<file path="src/core/mrs_regs.svh">
// Register offsets, reset values and timing figures of the reset supervisor.
// Included by the supervisor sources; holds definitions only.
`ifndef MRS_REGS_SVH
`define MRS_REGS_SVH

// Byte offsets on the register port
`define MRS_CTRL_OFS 8'h00
`define MRS_ADJ_OFS 8'h04
`define MRS_NOM0_OFS 8'h08
`define MRS_NOM5_OFS 8'h1C
`define MRS_STATUS_OFS 8'h20
`define MRS_COUNT_OFS 8'h24
`define MRS_CAUSE_OFS 8'h28

// Field positions
`define MRS_CTRL_FORCE_BIT 0
`define MRS_ST_MR_BIT 6
`define MRS_ST_TOL_BIT 7
`define MRS_ST_RST_BIT 8
`define MRS_ST_VALID_BIT 9
`define MRS_ST_PIN_BIT 10
`define MRS_ST_STATE_LSB 11
`define MRS_CA_MR_BIT 6
`define MRS_CA_FORCE_BIT 7
`define MRS_CA_INVALID_BIT 8

// Reset values
`define MRS_CTRL_RST 1'h0
`define MRS_ADJ_RST 6'h00
`define MRS_CAUSE_RST 9'h000
`define MRS_NOM0_RST 12'hCE4
`define MRS_NOM1_RST 12'h9C4
`define MRS_NOM2_RST 12'h5DC
`define MRS_NOM3_RST 12'h708
`define MRS_NOM4_RST 12'h4B0
`define MRS_NOM5_RST 12'h384

// Thresholds in millivolts, percent and permille
`define MRS_ADJ_MV 12'h1F4
`define MRS_VALID_MV 12'h3E8
`define MRS_TOL5_PCT 19'h5F
`define MRS_TOL10_PCT 19'h5A
`define MRS_PCT_DIV 19'h64
`define MRS_HYST_PERMILLE 14'h3
`define MRS_PERMILLE_DIV 14'h3E8

// Timing
`define MRS_CLK_KHZ 40000
`define MRS_CLK_NS 25
`define MRS_TIMEOUT_MS 140
`define MRS_GLITCH_NS 100
`define MRS_TIMEOUT_CYCLES (`MRS_TIMEOUT_MS * `MRS_CLK_KHZ)
`define MRS_GLITCH_CYCLES (`MRS_GLITCH_NS / `MRS_CLK_NS)

`endif

</file>
<file path="src/core/mrs_pkg.sv">
// Types shared by the reset supervisor sources.
// Assumes nothing beyond a SystemVerilog compiler.
`default_nettype none

package mrs_pkg;
   typedef logic [11:0] mrs_mv_t;
   typedef logic [5:0][11:0] mrs_levels_t;
   typedef logic [7:0] mrs_addr_t;
   typedef logic [31:0] mrs_word_t;
   typedef enum logic [1:0] {
      MRS_ST_HOLD = 2'b00,
      MRS_ST_TIMEOUT = 2'b01,
      MRS_ST_RUN = 2'b10
   } mrs_state_t;
endpackage

`default_nettype wire

</file>
<file path="src/core/mrs_level_filter.sv">
// Two-flop synchroniser followed by a stability filter for one pin.
// Assumes the pin is asynchronous to core_clk; the output moves only after
// the synchronised level has held for STABLE cycles.
`default_nettype none

module mrs_level_filter #(
   parameter int unsigned STABLE = 4,
   parameter logic RST_LEVEL = 1'b1
) (
   // Clock and reset
   input wire logic core_clk,
   input wire logic srst,
   // Pin and filtered level
   input wire logic pin,
   output logic level
);
   localparam int unsigned CW = $clog2(STABLE + 1);
   localparam logic [CW-1:0] LAST = CW'(STABLE - 1);

   logic sync1;
   logic sync2;
   logic [CW-1:0] count;

   always_ff @(posedge core_clk) begin
      if (srst) begin
         sync1 <= RST_LEVEL;
         sync2 <= RST_LEVEL;
      end else begin
         sync1 <= pin;
         sync2 <= sync1;
      end
   end

   // Short pulses restart the count and never reach the output
   always_ff @(posedge core_clk) begin
      if (srst) begin
         count <= '0;
         level <= RST_LEVEL;
      end else if (sync2 == level) begin
         count <= '0;
      end else if (count == LAST) begin
         count <= '0;
         level <= sync2;
      end else begin
         count <= count + 1'b1;
      end
   end
endmodule

`default_nettype wire

</file>
<file path="src/core/mrs_supervisor.sv">
// Six-supply reset supervisor: digital threshold compare with hysteresis,
// manual reset input, tolerance select and the reset timeout.
// Assumes supply levels arrive in millivolts from converters on core_clk;
// the manual reset, tolerance and reset readback pins are asynchronous.
//
// Contract
// (RULE1) Any supply below its selected threshold drives reset low at once.
// (RULE2) After all supplies are good, reset stays low at least 140 ms.
// (RULE3) At power-up reset is low until supplies good and timeout elapsed.
// (RULE4) Each comparison has 0.3 percent hysteresis above the falling trip level.
// (RULE5) Reset stays low while any supply is bad and primary or secondary exceeds 1.0 V.
// (RULE6) Low manual reset request asserts reset.
// (RULE7) Reset holds while manual request low, then 140 ms more.
// (RULE8) Tolerance select low gives 5 percent, high gives 10 percent below nominal.
// (RULE9) The system must tie tolerance select to a defined level.
// (RULE10) Adjustable inputs compare against a fixed 0.5 V threshold; the code applies the tolerance to 0.5 V and trips at 475 or 450 mV.
// (RULE11) Unused monitor inputs must be held above their threshold.
// (RULE12) Manual request must be held 1 us; shorter glitches may be ignored.
// (RULE13) A cause during the timeout reasserts reset and restarts the full timeout.
//
// Added by the designer: the placing of the registers and the plain strobed port.
`include "mrs_regs.svh"
`default_nettype none

module mrs_supervisor #(
   parameter int unsigned TIMEOUT_CYCLES = `MRS_TIMEOUT_CYCLES,
   parameter int unsigned GLITCH_CYCLES = `MRS_GLITCH_CYCLES
) (
   // Clock and reset
   input wire logic core_clk,
   input wire logic srst,
   // Register port
   input wire mrs_pkg::mrs_addr_t reg_addr,
   input wire mrs_pkg::mrs_word_t reg_wdata,
   input wire logic reg_write,
   input wire logic reg_read,
   output mrs_pkg::mrs_word_t reg_rdata,
   // Supply monitors, index 0 is the primary supply, 1 the secondary
   input wire mrs_pkg::mrs_levels_t supply_level,
   // Pins
   input wire logic manual_reset_request_n,
   input wire logic tolerance_select,
   input wire logic sys_reset_n_in,
   output logic sys_reset_n_out,
   output logic sys_reset_n_oe
);
   import mrs_pkg::*;

   localparam int unsigned CNT_W = $clog2(TIMEOUT_CYCLES + 1);
   localparam logic [CNT_W-1:0] CNT_LAST = CNT_W'(TIMEOUT_CYCLES - 1);
   localparam mrs_levels_t NOM_RST = {`MRS_NOM5_RST, `MRS_NOM4_RST, `MRS_NOM3_RST,
                                      `MRS_NOM2_RST, `MRS_NOM1_RST, `MRS_NOM0_RST};

   // Falling trip level for a nominal level and the tolerance choice
   function automatic mrs_mv_t trip_of(input mrs_mv_t nom, input logic wide);
      logic [18:0] prod;
      prod = 19'(nom) * (wide ? `MRS_TOL10_PCT : `MRS_TOL5_PCT);
      return mrs_mv_t'(prod / `MRS_PCT_DIV);
   endfunction

   // Rising level: trip plus hysteresis, one bit wider so it cannot wrap
   function automatic logic [12:0] rise_of(input mrs_mv_t trip);
      logic [13:0] step;
      step = (14'(trip) * `MRS_HYST_PERMILLE) / `MRS_PERMILLE_DIV;
      return 13'(trip) + step[12:0];
   endfunction

   // Register index of a nominal-level offset
   function automatic logic [2:0] nom_index(input mrs_addr_t addr);
      mrs_addr_t rel;
      rel = addr - `MRS_NOM0_OFS;
      return rel[4:2];
   endfunction

   // Filtered pins
   logic mr_level_n;
   logic tol_level;
   logic pin_level_n;

   // Manual request: glitch filter keeps short pulses out
   mrs_level_filter #(
      .STABLE(GLITCH_CYCLES),
      .RST_LEVEL(1'b1)
   ) u_mr_filter (
      .core_clk(core_clk),
      .srst(srst),
      .pin(manual_reset_request_n),
      .level(mr_level_n)
   ); // RULE12

   // Tolerance select is strapped; a floating pin would wander between sets
   mrs_level_filter #(
      .STABLE(GLITCH_CYCLES),
      .RST_LEVEL(1'b0)
   ) u_tol_filter (
      .core_clk(core_clk),
      .srst(srst),
      .pin(tolerance_select),
      .level(tol_level)
   ); // RULE9

   // Readback of the shared reset wire
   mrs_level_filter #(
      .STABLE(1),
      .RST_LEVEL(1'b0)
   ) u_pin_sync (
      .core_clk(core_clk),
      .srst(srst),
      .pin(sys_reset_n_in),
      .level(pin_level_n)
   );

   // Registers
   logic ctrl_force;
   logic [5:0] adj_sel;
   mrs_levels_t nominal;
   logic [8:0] cause;
   logic [5:0] good;
   logic [CNT_W-1:0] count;
   mrs_state_t state;
   mrs_state_t next_state;

   // Decode
   wire ctrl_hit = reg_addr == `MRS_CTRL_OFS;
   wire adj_hit = reg_addr == `MRS_ADJ_OFS;
   wire nom_hit = (reg_addr >= `MRS_NOM0_OFS) && (reg_addr <= `MRS_NOM5_OFS) &&
                  (reg_addr[1:0] == 2'h0);
   wire status_hit = reg_addr == `MRS_STATUS_OFS;
   wire count_hit = reg_addr == `MRS_COUNT_OFS;
   wire cause_hit = reg_addr == `MRS_CAUSE_OFS;
   wire [2:0] nom_idx = nom_index(reg_addr);

   // Thresholds and comparison
   mrs_levels_t trip_lo;
   logic [5:0][12:0] trip_hi;
   logic [5:0] next_good;

   always_comb begin
      for (int i = 0; i < 6; i++) begin
         trip_lo[i] = trip_of(adj_sel[i] ? `MRS_ADJ_MV : nominal[i], tol_level); // RULE8 RULE10
         trip_hi[i] = rise_of(trip_lo[i]);
         if (good[i]) begin
            next_good[i] = supply_level[i] >= trip_lo[i]; // RULE1
         end else begin
            next_good[i] = {1'b0, supply_level[i]} >= trip_hi[i]; // RULE4
         end
      end
   end

   // Every input counts, so unused ones must sit above their threshold
   wire all_good = &good; // RULE11
   wire mr_active = ~mr_level_n;
   wire out_valid = (supply_level[0] > `MRS_VALID_MV) || (supply_level[1] > `MRS_VALID_MV);
   wire cause_any = ~all_good | mr_active | ctrl_force; // RULE6
   wire count_done = count == CNT_LAST;

   // Sticky cause capture; a new event beats a clear in the same cycle
   wire [8:0] cause_set = {~out_valid, ctrl_force, mr_active, ~good};
   wire [8:0] cause_clr = (reg_write && cause_hit) ? reg_wdata[8:0] : 9'h000;
   wire [8:0] next_cause = (cause & ~cause_clr) | cause_set;

   always_comb begin
      case (state)
         MRS_ST_HOLD: begin
            next_state = cause_any ? MRS_ST_HOLD : MRS_ST_TIMEOUT; // RULE5 RULE7
         end
         MRS_ST_TIMEOUT: begin
            if (cause_any) begin
               next_state = MRS_ST_HOLD; // RULE13
            end else if (count_done) begin
               next_state = MRS_ST_RUN; // RULE2
            end else begin
               next_state = MRS_ST_TIMEOUT;
            end
         end
         MRS_ST_RUN: begin
            next_state = cause_any ? MRS_ST_HOLD : MRS_ST_RUN; // RULE1
         end
         default: begin
            next_state = MRS_ST_HOLD;
         end
      endcase
   end

   wire next_reset_n = next_state == MRS_ST_RUN;

   // Read selection
   wire [31:0] status_word = {19'h00000, state, pin_level_n, out_valid, sys_reset_n_oe,
                              tol_level, mr_active, good};
   wire [31:0] read_word =
      ctrl_hit ? {31'h00000000, ctrl_force} :
      adj_hit ? {26'h0000000, adj_sel} :
      nom_hit ? {20'h00000, nominal[nom_idx]} :
      status_hit ? status_word :
      count_hit ? 32'(count) :
      cause_hit ? {23'h000000, cause} : 32'h00000000;

   // State and timeout counter; power-up starts in hold with all supplies bad
   always_ff @(posedge core_clk) begin
      if (srst) begin
         state <= MRS_ST_HOLD; // RULE3
         count <= '0;
         good <= 6'h00;
      end else begin
         state <= next_state;
         good <= next_good;
         count <= (state == MRS_ST_TIMEOUT && !cause_any) ? count + 1'b1 : '0; // RULE13
      end
   end

   // Open-drain output: value is always low, the enable does the asserting
   always_ff @(posedge core_clk) begin
      if (srst) begin
         sys_reset_n_out <= 1'b0;
         sys_reset_n_oe <= 1'b1; // RULE3
      end else begin
         sys_reset_n_out <= 1'b0;
         sys_reset_n_oe <= ~next_reset_n; // RULE1 RULE6
      end
   end

   // Software-written registers
   always_ff @(posedge core_clk) begin
      if (srst) begin
         ctrl_force <= `MRS_CTRL_RST;
         adj_sel <= `MRS_ADJ_RST;
         nominal <= NOM_RST;
         cause <= `MRS_CAUSE_RST;
      end else begin
         cause <= next_cause;
         if (reg_write && ctrl_hit) begin
            ctrl_force <= reg_wdata[`MRS_CTRL_FORCE_BIT];
         end
         if (reg_write && adj_hit) begin
            adj_sel <= reg_wdata[5:0];
         end
         if (reg_write && nom_hit) begin
            nominal[nom_idx] <= reg_wdata[11:0];
         end
      end
   end

   // Read data stand for the one cycle after the strobe
   always_ff @(posedge core_clk) begin
      if (srst) begin
         reg_rdata <= 32'h00000000;
      end else begin
         reg_rdata <= reg_read ? read_word : 32'h00000000;
      end
   end
endmodule

`default_nettype wire

</file>
<file path="config.mk">
export PLATFORM = sky130hd
export DESIGN_NAME = mrs_supervisor
export DESIGN_NICKNAME = d
export VERILOG_FILES = /design/src/core/mrs_pkg.sv /design/src/core/mrs_level_filter.sv /design/src/core/mrs_supervisor.sv
export VERILOG_INCLUDE_DIRS = /design/src /design/src/core
export SDC_FILE = /design/constraint.sdc
export NUM_CORES = 2
export LEC_CHECK = 0
export ABC_AREA = 1
export BUFFER_PORTS_ARGS = -buffer_cell sky130_fd_sc_hd__buf_2
export CAP_MARGIN = 40
export CORE_ASPECT_RATIO = 2
export CORE_MARGIN = 2
export CORE_UTILIZATION = 56
export CTS_CLUSTER_SIZE = 30
export DETAILED_ROUTE_END_ITERATION = 12
export PLACE_DENSITY = 0.73
export SYNTH_ARGS = -nofsm -noshare
export SYNTH_HDL_FRONTEND = slang
export SYNTH_SLANG_ARGS = --single-unit
</file>
<file path="constraint.sdc">
create_clock -name core_clk -period 42.6 [get_ports core_clk]
set_input_delay 4.26 -clock core_clk [delete_from_list [all_inputs] [get_ports core_clk]]
set_output_delay 4.26 -clock core_clk [all_outputs]
set_load 0.05 [all_outputs]
</file>
; ---- Yosys cells after proc, flatten, opt, wreduce, memory -nomap -nowiden
; Cells that the tools add are included.
[op_classes]
order_cmp = 18
eq_ne = 13
div_mod_pow = 12
multipliers = 12
n_bitwise = 16
n_addsub = 11
n_reduce_logical = 27
mux = 30
[op_table]
columns = op, n
row1 = "19-bit by 7-bit divider with 19-bit output, second input constant", 6
row2 = 12-bit two-way mux, 9
row3 = 12-bit by 19-bit multiplier with 19-bit output, 5
row4 = "14-bit by 10-bit divider with 14-bit output, second input constant", 6
row5 = "12-bit by 2-bit multiplier with 14-bit output, second input constant", 6
row6 = 12-bit by 13-bit adder with 13-bit output, 6
row7 = 12-bit by 13-bit >= comparator with 1-bit output, 6
row8 = 72-bit bitwise mux, 1
row9 = 12-bit >= comparator, 6
row10 = 12-bit binary-select mux with 3-bit select, 1
row11 = 12-bit demux with 3-bit select, 1
row12 = "8-bit by 6-bit == test with 1-bit output, second input constant", 3
row13 = "12-bit by 10-bit > comparator with 1-bit output, second input constant", 2
row14 = "23-bit by 1-bit adder with 23-bit output, second input constant", 1
row15 = "23-bit == test, second input constant", 1
row16 = 23-bit two-way mux, 1
row17 = 12-bit by 7-bit multiplier with 19-bit output, 1
row18 = 9-bit two-way mux, 2
row19 = 13-bit two-way mux, 1
row20 = 3-bit OR reduction, 4
row21 = 1-bit NOT, 10
row22 = 9-bit AND, 1
row23 = 9-bit NOT, 1
row24 = 9-bit bitwise OR, 1
row25 = other kinds (31), 57
[word_totals]
output_inout_bits = 34
register_bits = 168
wordCells = 170
inputBits = 119

; ---- Depth between registers and ports, before layout
[depth]
word_depth = 8
ltp_mapped = 154
mapped_depth_nobuf = 153

; ---- By module
; Synthesis repeated with hierarchy kept, for this count alone.
[unflattened]
cells_unflattened = 6418
area_unflattened_um2 = 41668.7
[modules_own_cells]
columns = mod, cells_each, area_per_inst_um2, n_inst, seq_area_each_um2
row1 = mrs_supervisor, 6353, 41100.7, 1, 2862.7
row2 = mrs_level_filter at u_tol_filter, 27, 226.5, 1, 120.1
row3 = mrs_level_filter at u_mr_filter, 23, 217.7, 1, 120.1
row4 = mrs_level_filter at u_pin_sync, 15, 123.9, 1, 80.1

; ---- Least setup slack after synthesis
; No wires, ideal clock.
[synth_timing]
path_type = register to register
start = reg u_tol_filter.level
end = reg good[5]
setup_slack_ns = 25.099
stages_incl_launch_ff = 130
t_arrival_ns = 17.369
period_less_slack_ns = 17.501
setup_time_ns = 0.132
n_path_buf = 3
cell_sequence = dfxtp_1 -> clkbuf_1 -> clkinv_1 -> clkbuf_1 -> buf_1 -> nand2_1 -> fa_1 -> inv_1 -> fa_1 -> inv_1 -> fa_1 -> fa_1 -> inv_1 -> ha_1 -> a21oi_1 -> o21ai_1 -> a21oi_2 -> nand2_1 -> (+94 left out) -> o21ai_0 -> ha_1 -> inv_1 -> fa_1 -> o21ai_0 -> nand2_1 -> a21oi_1 -> nand2_1 -> xor2_1 -> ha_1 -> a21oi_1 -> o21ai_0 -> a21oi_1 -> o21bai_1 -> a21oi_1 -> nor2_1 -> o21ai_0 -> a21oi_1
[synth_via]
elab_chain_len = 8
[synth_lines]
columns = element, line_no
row1 = from (decl), mrs_level_filter.sv:15  ; output logic level
row2 = from (signal assigned), mrs_level_filter.sv:43  ; level <= sync2;
row3 = 3-bit two-way mux (no line) *, -
row4 = 12-bit by 7-bit multiplier with 19-bit output *, mrs_supervisor.sv:57  ; prod = 19'(nom) * (wide ? `MRS_TOL10_PCT : `MRS_TOL5_PCT);
row5 = 19-bit by 7-bit divider with 19-bit output (no line) *, -
row6 = 12-bit by 2-bit multiplier with 14-bit output (no line), -
row7 = 14-bit by 10-bit divider with 14-bit output (no line), -
row8 = 12-bit by 13-bit adder with 13-bit output, mrs_supervisor.sv:65  ; return 13'(trip) + step[12:0];
row9 = 12-bit by 13-bit >= comparator with 1-bit output, mrs_supervisor.sv:145  ; next_good[i] = {1'b0, supply_level[i]} >= trip_hi[i];
row10 = 1-bit two-way mux *, mrs_supervisor.sv:142  ; if (good[i]) begin
row11 = to (signal assigned), mrs_supervisor.sv:206  ; good <= next_good;
row12 = to (decl), mrs_supervisor.sv:118  ; logic [5:0] good;
; Mark *: on every way between the ends. The rest lies on a longest branch, timed or not.
; A chain may end at the register's enable or synchronous reset.

; ---- Worst setup path after layout
[layout_timing]
start = reg u_tol_filter.level
end = reg good[0]
[layout_via]
elab_chain_len = 8
[layout_lines]
columns = element, line_no
row1 = 3-bit two-way mux (no line) *, -
row2 = 12-bit by 19-bit multiplier with 19-bit output *, mrs_supervisor.sv:57
row3 = 19-bit by 7-bit divider with 19-bit output (no line) *, -
row4 = 12-bit by 2-bit multiplier with 14-bit output (no line), -
row5 = 14-bit by 10-bit divider with 14-bit output (no line), -
row6 = 12-bit by 13-bit adder with 13-bit output, mrs_supervisor.sv:65
row7 = 12-bit by 13-bit >= comparator with 1-bit output, mrs_supervisor.sv:145
row8 = 1-bit two-way mux *, mrs_supervisor.sv:142
; Marked as above.

==> impl_results.md <==
* Setup tns final at 0 ns
* CTS resizes at 0
* Clk pin slew, worst setup/hold paths at around 0.10 ns
* Status: completed
* Netlist cell types at 78
* Count leader, synth: nand2_1
* First-pass GRT wire length at around 180000 um
* Post-Syn Area at around 42000 um^2
* Share of cells above drive strength 1 at between 10% and 20%
* DRT iter0 DRCs at between 1500 and 2000
* Routed WL at 106000 um
* Clock insertion delay at the later pin of the skew report at roughly 0.47 ns
* Clk_skew at 0.0404 ns
* Core Area at 73900 um^2
* Post-Synth XOR/XNOR Area at approximately 5.4%
* Post-Synth Simple-Gate Area at between 30% and 40%
* Compound-Gate Fraction of Synth Area at a little over an eighth
* Sequential share of the synthesized area at 7.63%
* Grt met1 use at around 27%
* Largest area contributor in the netlist: ha_1
* Avg Inst Size Synth at between 6 and 7 um^2
* Final Max Tran Viols at 0
* Flop2flop setup slack at approximately 21 ns
* Post-Syn Instances at approximately 6400
* Critical path class: reg2reg
* Largest net degree at the start of global routing at between 80 and 90
* Post-synth EDFFs at 0
* Main combinational cell family by area after synthesis: simple AND/OR/NAND/NOR gates
* Met2 GRT Util at 57.4%
* CP Data Required Time at between 40 and 50 ns
* Crit end category: flip-flop
* RSZ-0062 raised after global routing: no
* R2r worst-path depth at 135
* Die Area at 76900 um^2
* Initial Utilization at 56.5%
* Die Wd at about 200 um
* Post-CTS setup buffers at 0
* Grt peak-use layer: met2
* Vias per cell at approximately 5.5
* Adder-cell share of the synthesized area at between 20% and 30%
* Fmax at 47.2 MHz
* Met3 Usage GRT at 2.50%
* CTS buffer count at 17
* Hold EP: u_pin_sync.sync2
* # hold bufs at CTS at 0
* Clock root buffer: clkbuf_16
* Placed insts at between 7000 and 8000
* FP Rows at approximately 140
* Hold Crit Class: reg2reg
* Slowest-stage cell, CP: dfxtp_2
* Detail Route Antenna Nets at 0
* Hold wc startpoint: u_pin_sync.sync1
* Crit path arrival time at approximately 22 ns
* CTS tree: yes
* Crit-path max cell delay at 0.78 ns
* Area grow syn2layout at 5.36%
* Seq cells post-synth at about 160
* Tmin final at about 21 ns
* Buffers added on ports at 122
* GPL Wtd Cong at 0.955
* Post-synthesis mux area share at 0%
* R2r startpoint: u_tol_filter.level
* FFs w/ async S/R, synth at 0%
* Fin crit share at around half
* FILL cells at 7366
* Most used cell, CP: nand2_1
* Setup violators final at 0
* Reg-to-Reg End: good[0]
* Ranking of synthesized cells by area: ha_1 (16%), nand2_1 (12%), inv_1 (11%)
* Final-stage net count at ~7400
* Worst hold stages at 2
* Final Hold Vio Count at 0
* Multi-input logic area at around 33000 um^2
* Max-cap viol count at 0
* CTS sink cnt at 159
* Slew HR at between 40 and 50%
* Avg WL per Cell at around 14 um
* Register Area at between 3000 and 4000 um^2
* Non-filler cells, final at ~7500
* Synth cell count leaders: nand2_1 (1343), inv_1 (1238), ha_1 (542)
* Synth Flop Type: dfxtp_1
* H-tree Lvls at 4
* Worst-margin pin slew at ~0.85 ns
* Clk buf depth at 2
* Number of global-route vias before repair at ~40000
* Top Ports at 153
* HPWL Detailed at just over 90000 um
* 1st-pass router iterations at 6
* DRC viols at 0
* Congestion Overflow GR at 0
* Die Ht at 390 um
* Initial antenna violation count at 11
* Vias at 40900
* Worst Path Max Fanout at 26
* Worst Setup Start Kind: flip-flop
* Yosys warning count at 0
* GRT Resource Usage Total at between 20% and 30%
* Post-synth top area share at between 10% and 20%
[how the worst max path moves through the flow]
stage / to / startpoint / depth (start not counted) / slack (ns)
floorplan: good[5] / u_tol_filter.level / 129 / 25.10
global placement: good[0] / u_tol_filter.level / 135 / 21.41
detailed placement: good[0] / u_tol_filter.level / 135 / 21.23
CTS: good[0] / u_tol_filter.level / 135 / 21.20
global route: good[0] / u_tol_filter.level / 137 / 18.94
finish: good[0] / u_tol_filter.level / 135 / 21.39
[final cells by class]
class	count	share of cell area, %
antenna	5	0.0285
multi-input combinational	4935	76.0
tap	929	2.64
inverter	1302	11.1
clock buffer	18	0.999
clock inverter	14	0.387
timing repair buffer	132	1.56
sequential	159	7.24
[flip-flops by register name (all words and copies together) (netlist names), 2 cells and up]
| register | count |
|---|---|
| nominal | 72 |
| count | 23 |
| reg_rdata | 23 |
| cause | 9 |
| adj_sel | 6 |
| good | 6 |
| u_mr_filter.count | 3 |
| u_tol_filter.count | 3 |
| state | 2 |
[critical path, delay by kind of cell (launching register included)]
family          cells  cell delay [ns]
xor+xnor            3             0.55
compound gates     24             4.19
simple gates       84             9.71
buf+inv            14             2.02
fa+ha+maj          10             3.80
flops               1             0.78
[logic make-up after synthesis]
kind of cell	after synthesis
other	1
XOR/XNOR	257
flip-flops	159
adder cells (fa/ha/maj)	764
AO/OA/AOI/OAI	968
buffers and inverters	1362
AND/OR/NAND/NOR	2935
[through the flow]
step           hold slack [ns]  setup slack [ns]  area, um^2  util (%)
2_1_floorplan            0.388             25.10       41800         -
6_report                 0.408             21.39       44000      59.5
3_5_place_dp             0.399             21.23       43400      58.7
5_1_grt                  0.419             18.94       44000      59.5
4_1_cts                  0.409             21.20       44000      59.5
3_3_place_gp             0.397             21.41       43300      58.6
[cells in the final DEF (no fill, tap or decap), types with 87 or more instances in the layout]
cell type / netlist / layout
nand2_1: 1343 / 1343
ha_1: 542 / 542
nor2_1: 481 / 481
nand2_4: 87 / 87
fa_1: 222 / 222
o21ai_0: 275 / 275
nand2_2: 246 / 246
a21oi_1: 388 / 388
inv_1: 1238 / 1238
nand4_1: 139 / 139
xor2_1: 186 / 186
buf_2: 0 / 122
dfxtp_1: 159 / 158
nand3_1: 379 / 379
[layer usage]
metal  wire [um]  part of all wire (%)
met1       38400                    36
met2       59200                    56
met3        3560                   3.4
met4        4800                   4.5
met5         111                  0.10
Power is left out: the tool's default activity adds up to more than one toggle a clock period on the data nets, which glitch-free logic cannot reach.
